### src/sramc_consts.svh
// timing constants, field positions and reset values for the sram host controller
`ifndef SRAMC_CONSTS_SVH
`define SRAMC_CONSTS_SVH
`define SRAMC_CLK_PERIOD_NS        10
`define SRAMC_ADDR_W               17
`define SRAMC_DATA_W               16
`define SRAMC_LANE_LO              0
`define SRAMC_LANE_HI              1
`define SRAMC_WRITE_CYCLE_MIN_NS   10
`define SRAMC_SELECT_TO_END_NS     7
`define SRAMC_ADDR_TO_END_NS       7
`define SRAMC_STROBE_GATE_HIGH_NS  7
`define SRAMC_STROBE_GATE_LOW_NS   10
`define SRAMC_DATA_VALID_END_NS    5
`define SRAMC_LANE_SEL_TO_END_NS   7
`define SRAMC_STROBE_TO_FLOAT_NS   5
`define SRAMC_READ_CYCLE_MIN_NS    10
`define SRAMC_ACCESS_MAX_NS        10
`define SRAMC_CEIL_CYC(ns) (((ns) + `SRAMC_CLK_PERIOD_NS - 1) / `SRAMC_CLK_PERIOD_NS)
`define SRAMC_STROBE_CYC  `SRAMC_CEIL_CYC(`SRAMC_STROBE_GATE_HIGH_NS)
`define SRAMC_FLOAT_CYC   `SRAMC_CEIL_CYC(`SRAMC_STROBE_TO_FLOAT_NS)
// access time plus the three filter stages, so the filtered word has settled before capture
`define SRAMC_READ_CYC    (`SRAMC_CEIL_CYC(`SRAMC_ACCESS_MAX_NS) + 3)
`define SRAMC_RST_ADDR    17'h00000
`define SRAMC_RST_DATA    16'h0000
`endif

### src/sramc_pkg.sv
// types for the sram host controller
package sramc_pkg;
  typedef enum logic [2:0] {
    SRAMC_IDLE  = 3'b000,
    SRAMC_WSET  = 3'b001,
    SRAMC_WPULS = 3'b010,
    SRAMC_WEND  = 3'b011,
    SRAMC_RSET  = 3'b100,
    SRAMC_RWAIT = 3'b101,
    SRAMC_REND  = 3'b110
  } sramc_state_t;
endpackage : sramc_pkg

### src/sramc_ctrl.sv
// host controller driving write and read cycles on an asynchronous 128k x 16 sram
`include "sramc_consts.svh"
module sramc_ctrl
  import sramc_pkg::*;
(
  input  wire logic                      clk_in,
  input  wire logic                      nrst_in,
  input  wire logic                      wr_req_in,
  input  wire logic                      rd_req_in,
  input  wire logic [`SRAMC_ADDR_W-1:0]  addr_in,
  input  wire logic [`SRAMC_DATA_W-1:0]  wdata_in,
  input  wire logic [1:0]                lane_en_in,
  output logic                           busy_out,
  output logic                           done_out,
  output logic [`SRAMC_DATA_W-1:0]       rdata_out,
  output logic [`SRAMC_ADDR_W-1:0]       mem_addr_out,
  output logic                           chip_sel_n_out,
  output logic                           write_strobe_n_out,
  output logic                           out_gate_n_out,
  output logic                           upper_lane_sel_n_out,
  output logic                           lower_lane_sel_n_out,
  output logic [`SRAMC_DATA_W-1:0]       mem_data_out,
  output logic                           mem_data_oe_out,
  input  wire logic [`SRAMC_DATA_W-1:0]  mem_data_in
);
  localparam logic [2:0] STROBE_CYC = 3'(`SRAMC_STROBE_CYC);
  localparam logic [2:0] FLOAT_CYC  = 3'(`SRAMC_FLOAT_CYC);
  localparam logic [2:0] READ_CYC   = 3'(`SRAMC_READ_CYC);

  sramc_state_t                state_q;
  logic [2:0]                  cnt_q;
  logic [`SRAMC_DATA_W-1:0]    rd_sync;

  sramc_sync #(
    .W (`SRAMC_DATA_W)
  ) u_sync (
    .clk_in  (clk_in),
    .nrst_in (nrst_in),
    .d_in    (mem_data_in),
    .q_out   (rd_sync)
  );

  // sequencer; the gate is held high on writes so the shorter strobe width applies
  always_ff @(posedge clk_in or negedge nrst_in) begin
    if (!nrst_in) begin
      state_q <= SRAMC_IDLE;
      cnt_q   <= 3'h0;
    end else begin
      unique case (state_q)
        SRAMC_IDLE: begin
          cnt_q <= 3'h0;
          // writes with a lane enabled win when both requests arrive together; with no lane the read is taken
          if (wr_req_in && lane_en_in != 2'h0) begin
            state_q <= SRAMC_WSET;
          end else if (rd_req_in) begin
            state_q <= SRAMC_RSET;
          end
        end
        // one cycle of address setup ahead of the strobe
        SRAMC_WSET: begin
          state_q <= SRAMC_WPULS;
          cnt_q   <= 3'h1;
        end
        // strobe held for the rounded-up width and past the float count, two cycles here
        SRAMC_WPULS: begin
          cnt_q <= cnt_q + 3'h1;
          if (cnt_q >= STROBE_CYC && cnt_q > FLOAT_CYC) begin
            state_q <= SRAMC_WEND;
          end
        end
        // strobe risen; address may change next cycle
        SRAMC_WEND: begin
          state_q <= SRAMC_IDLE;
        end
        // address placed before chip select falls
        SRAMC_RSET: begin
          state_q <= SRAMC_RWAIT;
          cnt_q   <= 3'h0;
        end
        // wait covers access time plus synchroniser delay
        SRAMC_RWAIT: begin
          cnt_q <= cnt_q + 3'h1;
          if (cnt_q >= READ_CYC) begin
            state_q <= SRAMC_REND;
          end
        end
        SRAMC_REND: begin
          state_q <= SRAMC_IDLE;
        end
        default: begin
          state_q <= SRAMC_IDLE;
        end
      endcase
    end
  end

  // pin drivers, all registered
  always_ff @(posedge clk_in or negedge nrst_in) begin
    if (!nrst_in) begin
      mem_addr_out         <= `SRAMC_RST_ADDR;
      chip_sel_n_out       <= 1'b1;
      write_strobe_n_out   <= 1'b1;
      out_gate_n_out       <= 1'b1;
      upper_lane_sel_n_out <= 1'b1;
      lower_lane_sel_n_out <= 1'b1;
      mem_data_out         <= `SRAMC_RST_DATA;
      mem_data_oe_out      <= 1'b0;
    end else begin
      unique case (state_q)
        SRAMC_IDLE: begin
          chip_sel_n_out     <= 1'b1;
          write_strobe_n_out <= 1'b1;
          out_gate_n_out     <= 1'b1;
          mem_data_oe_out    <= 1'b0;
          if (wr_req_in && lane_en_in != 2'h0) begin
            // address launched on the same edge as select and lanes, held through the whole cycle
            mem_addr_out         <= addr_in;
            mem_data_out         <= wdata_in;
            // lanes and select asserted ahead of the strobe
            chip_sel_n_out       <= 1'b0;
            upper_lane_sel_n_out <= ~lane_en_in[`SRAMC_LANE_HI];
            lower_lane_sel_n_out <= ~lane_en_in[`SRAMC_LANE_LO];
          end else if (rd_req_in) begin
            mem_addr_out         <= addr_in;
            upper_lane_sel_n_out <= 1'b0;
            lower_lane_sel_n_out <= 1'b0;
          end else begin
            upper_lane_sel_n_out <= 1'b1;
            lower_lane_sel_n_out <= 1'b1;
          end
        end
        SRAMC_WSET: begin
          // strobe falls only with select and a lane already low
          write_strobe_n_out <= 1'b0;
        end
        SRAMC_WPULS: begin
          // drive data only once the memory has floated its pins
          if (cnt_q >= FLOAT_CYC) begin
            mem_data_oe_out <= 1'b1;
          end
          // select, lanes and data held until the strobe rises
          if (cnt_q >= STROBE_CYC && cnt_q > FLOAT_CYC) begin
            write_strobe_n_out <= 1'b1;
          end
        end
        SRAMC_WEND: begin
          // data released with the write already ended
          mem_data_oe_out      <= 1'b0;
          chip_sel_n_out       <= 1'b1;
          upper_lane_sel_n_out <= 1'b1;
          lower_lane_sel_n_out <= 1'b1;
        end
        SRAMC_RSET: begin
          // select and gate drop together and stay low
          chip_sel_n_out  <= 1'b0;
          out_gate_n_out  <= 1'b0;
        end
        SRAMC_RWAIT: begin
          write_strobe_n_out <= 1'b1;
        end
        SRAMC_REND: begin
          chip_sel_n_out       <= 1'b1;
          out_gate_n_out       <= 1'b1;
          upper_lane_sel_n_out <= 1'b1;
          lower_lane_sel_n_out <= 1'b1;
        end
        default: begin
          write_strobe_n_out <= 1'b1;
        end
      endcase
    end
  end

  // user side status
  always_ff @(posedge clk_in or negedge nrst_in) begin
    if (!nrst_in) begin
      busy_out  <= 1'b0;
      done_out  <= 1'b0;
      rdata_out <= `SRAMC_RST_DATA;
    end else begin
      busy_out <= (state_q == SRAMC_IDLE) ? ((wr_req_in && lane_en_in != 2'h0) || rd_req_in)
                                          : (state_q != SRAMC_WEND && state_q != SRAMC_REND);
      done_out <= (state_q == SRAMC_WEND) || (state_q == SRAMC_REND);
      if (state_q == SRAMC_REND) begin
        rdata_out <= rd_sync;
      end
    end
  end
endmodule : sramc_ctrl

### src/sramc_sync.sv
// three-flop synchroniser for the sram data pins, change taken when stages two and three agree
module sramc_sync #(
  parameter int W = 16
) (
  input  wire logic         clk_in,
  input  wire logic         nrst_in,
  input  wire logic [W-1:0] d_in,
  output logic      [W-1:0] q_out
);
  logic [W-1:0] s1_q;
  logic [W-1:0] s2_q;
  logic [W-1:0] s3_q;
  always_ff @(posedge clk_in or negedge nrst_in) begin
    if (!nrst_in) begin
      s1_q <= '0;
      s2_q <= '0;
      s3_q <= '0;
    end else begin
      s1_q <= d_in;
      s2_q <= s1_q;
      s3_q <= s2_q;
    end
  end
  // per-bit filter: a bit moves only once two stages agree
  genvar i;
  generate
    for (i = 0; i < W; i++) begin : g_bit
      always_ff @(posedge clk_in or negedge nrst_in) begin
        if (!nrst_in) begin
          q_out[i] <= 1'b0;
        end else if (s2_q[i] == s3_q[i]) begin
          q_out[i] <= s3_q[i];
        end
      end
    end
  endgenerate
endmodule : sramc_sync

### config.mk
export PLATFORM = sky130hd
export DESIGN_NAME = sramc_ctrl
export DESIGN_NICKNAME = d
export VERILOG_FILES = /design/src/sramc_pkg.sv /design/src/sramc_ctrl.sv /design/src/sramc_sync.sv
export VERILOG_INCLUDE_DIRS = /design/src
export SDC_FILE = /design/constraint.sdc
export NUM_CORES = 1
export LEC_CHECK = 0
export ABC_CLOCK_PERIOD_IN_PS = 1700
export BUFFER_PORTS_ARGS = -buffer_cell sky130_fd_sc_hd__buf_2
export CAP_MARGIN = 20
export CORE_UTILIZATION = 52
export CTS_CLUSTER_DIAMETER = 60
export CTS_CLUSTER_SIZE = 20
export DETAILED_ROUTE_END_ITERATION = 8
export GPL_TIMING_DRIVEN = 0
export PLACE_DENSITY = 0.81
export SYNTH_ARGS = -nofsm -noshare
export SYNTH_HDL_FRONTEND = slang
export SYNTH_SLANG_ARGS = --single-unit
### constraint.sdc
create_clock -name clk_in -period 1.7 [get_ports clk_in]
set_input_delay 0.085 -clock clk_in [delete_from_list [all_inputs] [get_ports clk_in]]
set_output_delay 0.085 -clock clk_in [all_outputs]
set_load 0.03 [all_outputs]
# --- After elaboration in Yosys (flattened, before gate mapping) ---
# Cells that the tools add are included.
word_totals:
  regBits: 127
op_classes:
  n_lt_le_gt_ge: 3
  eq_ne: 28
  bitwise_logic: 3
  muxes: 21
  n_reduce_logical: 24
  n_addsub: 1
op_table:
  columns: ["cell", "count"]
  rows:
  - ["17-bit two-way mux", 2]
  - ["1-bit equality test", 16]
  - ["3-bit one-hot mux with 5 select lines", 1]
  - ["3-bit two-way mux", 4]
  - ["2-bit nonzero test", 5]
  - ["2-bit OR reduction", 5]
  - ["3-bit equality test, second input constant", 3]
  - ["3-bit one-hot mux with 3 select lines", 1]
  - ["1-bit one-hot mux with 2 select lines", 4]
  - ["2-bit AND reduction", 4]
  - ["1-bit two-way mux", 7]
  - ["3-bit by 2-bit equality test with 1-bit output, second input constant", 2]
  - ["2-bit != test, second input constant", 3]
  - ["3-bit != test, second input constant", 2]
  - ["1-bit one-hot mux with 3 select lines", 2]
  - ["3-bit nonzero test", 2]
  - ["3-bit by 1-bit adder with 3-bit output, second input constant", 1]
  - ["3-bit by 1-bit equality test with 1-bit output, second input constant", 1]
  - ["3-bit by 1-bit greater-or-equal comparator with 1-bit output, second input constant", 1]
  - ["3-bit greater-or-equal comparator, second input constant", 1]
  - ["3-bit by 1-bit greater-than comparator with 1-bit output, second input constant", 1]
  - ["1-bit logical AND", 3]
  - ["3-bit zero test", 1]
  - ["3-bit by 2-bit != test with 1-bit output, second input constant", 1]
  - ["other kinds (4)", 7]

# --- Depth between registers and ports, before layout ---
depth:
  ltp_word: 4
  ltp_mapped: 6

# --- Hierarchy ---
# Synthesis repeated with hierarchy kept, for this count alone.
hier_totals:
  hier_cells: 267
  area_unflattened_um2: 4431.8
modules_own_cells:
  columns: ["module", "n_inst", "cells_per_inst", "area_per_inst_um2"]
  rows:
  - ["sramc_ctrl", 1, 187, 2650.0]
  - ["sramc_sync", 1, 80, 1781.7]

# --- Least setup slack after synthesis ---
# OpenSTA, ideal clock, no wires.
synth_path:
  path_type: "register -> register"
  startpoint: "register state_q[0]"
  endpoint: "register mem_data_out[10]"
  arrival_time_ps: 1397
  setup_ps: 125
  stages_incl_launch_ff: 6
  setup_slack_ps: 178
  period_less_slack_ps: 1522
  cell_sequence: "dfrtp_1 > nor3_4 > and2_4 > buf_6 > buf_12 > mux2_4"
synth_via:
  elab_chain_len: 2
synth_rtl:
  columns: ["item", "line_no", "rtl"]
  rows:
  - ["from (decl)", "sramc_ctrl.sv:30", "sramc_state_t state_q;"]
  - ["from (signal assigned)", "sramc_ctrl.sv:46", "state_q <= SRAMC_IDLE;"]
  - ["from (signal assigned)", "sramc_ctrl.sv:54", "state_q <= SRAMC_WSET;"]
  - ["from (signal assigned)", "sramc_ctrl.sv:56", "state_q <= SRAMC_RSET;"]
  - ["3-bit zero test", "sramc_ctrl.sv:109", "unique case (state_q)"]
  - ["2-bit AND reduction (no line)", null, null]
  - ["to (signal assigned)", "sramc_ctrl.sv:106", "mem_data_out <= `SRAMC_RST_DATA;"]
  - ["to (signal assigned)", "sramc_ctrl.sv:118", "mem_data_out <= wdata_in;"]
  - ["to (decl)", "sramc_ctrl.sv:22", "output logic [`SRAMC_DATA_W-1:0] mem_data_out,"]
# Every way passes these cells.
# A chain may end at the register's enable or synchronous reset.

# --- Final worst setup path ---
layout_path:
  startpoint: "register state_q[2]"
  endpoint: "register mem_data_out[6]"
# The elaborated chain is that of the path after synthesis.

==> run metrics <==
outcome=complete, no violations; Worst VDD drop=1.15 mV; max frequency=0.616 GHz; most frequent cell after synthesis=dfrtp_1; core outline area=8260 um^2; row cnt=33; later-pin clock latency in the skew report=510 ps; RSZ-0062 raised after global routing=no; port buffer count=111; clock sink total=127; Max Buffers Root-to-Sink=2; Hold Fails Final Rpt=0; Avg WL per Cell=15.6 um; Final Util=0.766; Post-synth top cells=dfrtp_1, mux2_2, maj3_1; worst hold stages=3; Worst Setup EP=mem_data_out[6]$_DFFE_PN0P_; Fin Setup TNS=0 ps; crit path cell chain=buf_2, nor3_4, and2_4, buf_6, buf_12, mux2_4; kind of critical path=flop to flop; Synth top area share=0.687; register area=3180 um^2; CTS resizes=0; Starting DRT DRC Count=145; NumNets Final=513; YS warnings=0; Worst R2R End=mem_data_out[6]$_DFFE_PN0P_; Leakage=2.94 nW; Seq/Total Area, Yosys=0.716; initial antenna violation count=0; routed vias=2857; Post-Syn Area=4440 um^2; #FFs+latches synth=127; Slowest cell on crit path=dfrtp_1; # DRC=0; total power=12.4 mW; CP Launch Type=flop; post-detailed-placement half-perimeter wirelength=5220 um; initial cell density of the core=0.538; async set-reset flop share out of synthesis=1.00; maxcap violations=0; fin worst setup slack=75.6 ps; CP endpoint kind=flop; cts bufs inserted=17; num ports=112; Worst Path Arrival=2010 ps; Cell variety after synth=41; layout cell share with drive strength beyond 1=0.455; Period Utilization, post-route=0.956; synth top area cells=dfrtp_1, mux2_2, maj3_1; GRT overflow=0; first-pass GRT wire length=14800 um; worst slew pin tran=819 ps; pwr/cell area=1950 nW/um^2; height of the die=94.5 um; min Tclk post-route=1620 ps; Avg Inst Size Synth=16.6 um^2; area of the multi-input gates=1170 um^2; largest net degree at the start of global routing=107; crit path from=state_q[2]$_DFFE_PN0P_; required time of the critical path=2090 ps; Area Overhead vs Synth=42.4%; Global Route Usage Sum=0.226; vias in the first global route=3097; Max Slew Vio Count=0; dpl ws=58.9 ps; width of the die=94.5 um; CTS tree=yes; CP peak stage delay=360 ps; Post-Synthesis Net Count=325; number of flops mapped to enable cells by yosys=0; drt first pass iters=4; hold crit path type=input pin to flop; Max FO, Critical Path=10; Clock transition at path regs=60 ps; skew final=6.82 ps; Routability Congestion=0.851; Final setup viols=0; Mapped Cells=268; relative slew slack=0.452; cell taking the most area after synthesis=dfrtp_1; r2r startpoint=state_q[2]$_DFFE_PN0P_; Detailed Route WL=8960 um; reg2reg path depth=6; vias per inst=4.99; antenna cells=0; H-tree depth=4; clk root buf=clkbuf_8; Filler cells=494; die area=8920 um^2; top_reg_cell synth=dfrtp_1; R2R setup slack=80 ps; ANT nets after route=0
==> report_power, final <==
group / internal (mW) / total, mW / leakage [nW] / switching [mW]
combinational: 1.74 / 4.37 / 1.17 / 2.62
clock: 2.25 / 3.59 / 0.274 / 1.34
sequential: 3.91 / 4.40 / 1.50 / 0.491
total: 7.90 / 12.4 / 2.94 / 4.46
==> registers in the layout (all words and copies together) (netlist names) <==
name                  cells
lower_lane_sel_n_out      1
mem_data_oe_out           1
rdata_out                16
u_sync.q_out             16
u_sync.s1_q              16
out_gate_n_out            1
upper_lane_sel_n_out      1
done_out                  1
busy_out                  1
mem_addr_out             17
u_sync.s3_q              16
u_sync.s2_q              16
write_strobe_n_out        1
chip_sel_n_out            1
state_q                   3
cnt_q                     3
mem_data_out             16
==> critical path, delay by kind of cell (launching register included) <==
family	cells	cell delay [ps]
buf+inv	3	470
flops	1	360
mux	1	300
simple gates	2	390
==> area by class of cell <==
type                    instances  share of cell area
plain buffers                   9              0.0119
clock buffers                  17              0.0655
clock inverters                14              0.0285
inverters                       5             0.00297
multi-input cells             127               0.184
flip-flops and latches        127               0.503
well taps                     105              0.0208
repair buffers                169               0.183
==> layer usage <==
| layer | track usage | part of all wire | routed length, um | vias up |
|---|---|---|---|---|
| met1 | 0.256 | 0.41 | 3630 | 1448 |
| met2 | 0.396 | 0.54 | 4870 | 71 |
| met3 | 0.0668 | 0.036 | 320 | 14 |
| met5 | 0 | 0 | 0 | - |
| li1 | - | - | - | 1324 |
| met4 | 0.0997 | 0.015 | 136 | 0 |
==> per-stage QoR <==
stage	hold slack, ps	area [um^2]	std cells
4_1_cts	25.6	6320	572
6_report	44.4	6330	573
3_3_place_gp	193	5130	484
5_1_grt	46.2	6330	573
3_5_place_dp	-50.3	5160	485
2_1_floorplan	-211	4440	268
==> worst min path at each step <==
| stage | startpoint | slack (ps) | to |
|---|---|---|---|
| floorplan | nrst_in | -210 | busy_out$_DFF_PN0_ |
| detailed placement | nrst_in | -50 | mem_addr_out[1]$_DFFE_PN0P_ |
| global route | lane_en_in[1] | 50 | upper_lane_sel_n_out$_DFFE_PN1P_ |
| global placement | mem_data_in[15] | 190 | u_sync.s1_q[15]$_DFF_PN0_ |
| finish | lane_en_in[1] | 40 | upper_lane_sel_n_out$_DFFE_PN1P_ |
| CTS | lane_en_in[1] | 30 | upper_lane_sel_n_out$_DFFE_PN1P_ |
==> logic make-up after synthesis <==
logic type | count (synthesis) | synth area share
simple gates | 32 | 0.0417
mux | 49 | 0.133
buf+inv | 14 | 0.0211
xor+xnor | 1 | 0.00197
flops | 127 | 0.716
fa+ha+maj | 18 | 0.0417
compound gates | 27 | 0.0445
==> cells in the final DEF, fill, tap and decap left out, types with 2 or more instances in the layout <==
cell | synthesis | routed
mux2_4 | 10 | 10
bufinv_16 | 0 | 3
maj3_1 | 16 | 16
clkinvlp_4 | 0 | 5
o21ai_0 | 7 | 7
nor2_1 | 9 | 9
and3b_1 | 2 | 2
clkbuf_16 | 0 | 16
nand2b_1 | 3 | 3
buf_6 | 2 | 3
o32a_1 | 2 | 2
o211ai_1 | 3 | 3
mux2_2 | 39 | 39
nor2b_1 | 4 | 4
nand2_1 | 6 | 6
dfrtp_1 | 122 | 122
inv_1 | 5 | 5
dlygate4sd3_1 | 0 | 56
inv_6 | 0 | 5
buf_4 | 1 | 2
dfstp_2 | 5 | 5
buf_2 | 5 | 115
ha_1 | 2 | 2
a21oi_1 | 3 | 3
==> repair_timing <==
item                                    4_1_cts  5_1_grt
hold buffers                                 56        0
setup buffers                                 0        1
endpoints found under the setup margin        0       10
hold endpoints to repair                    177        0
Power figures use the tool's default switching activity.
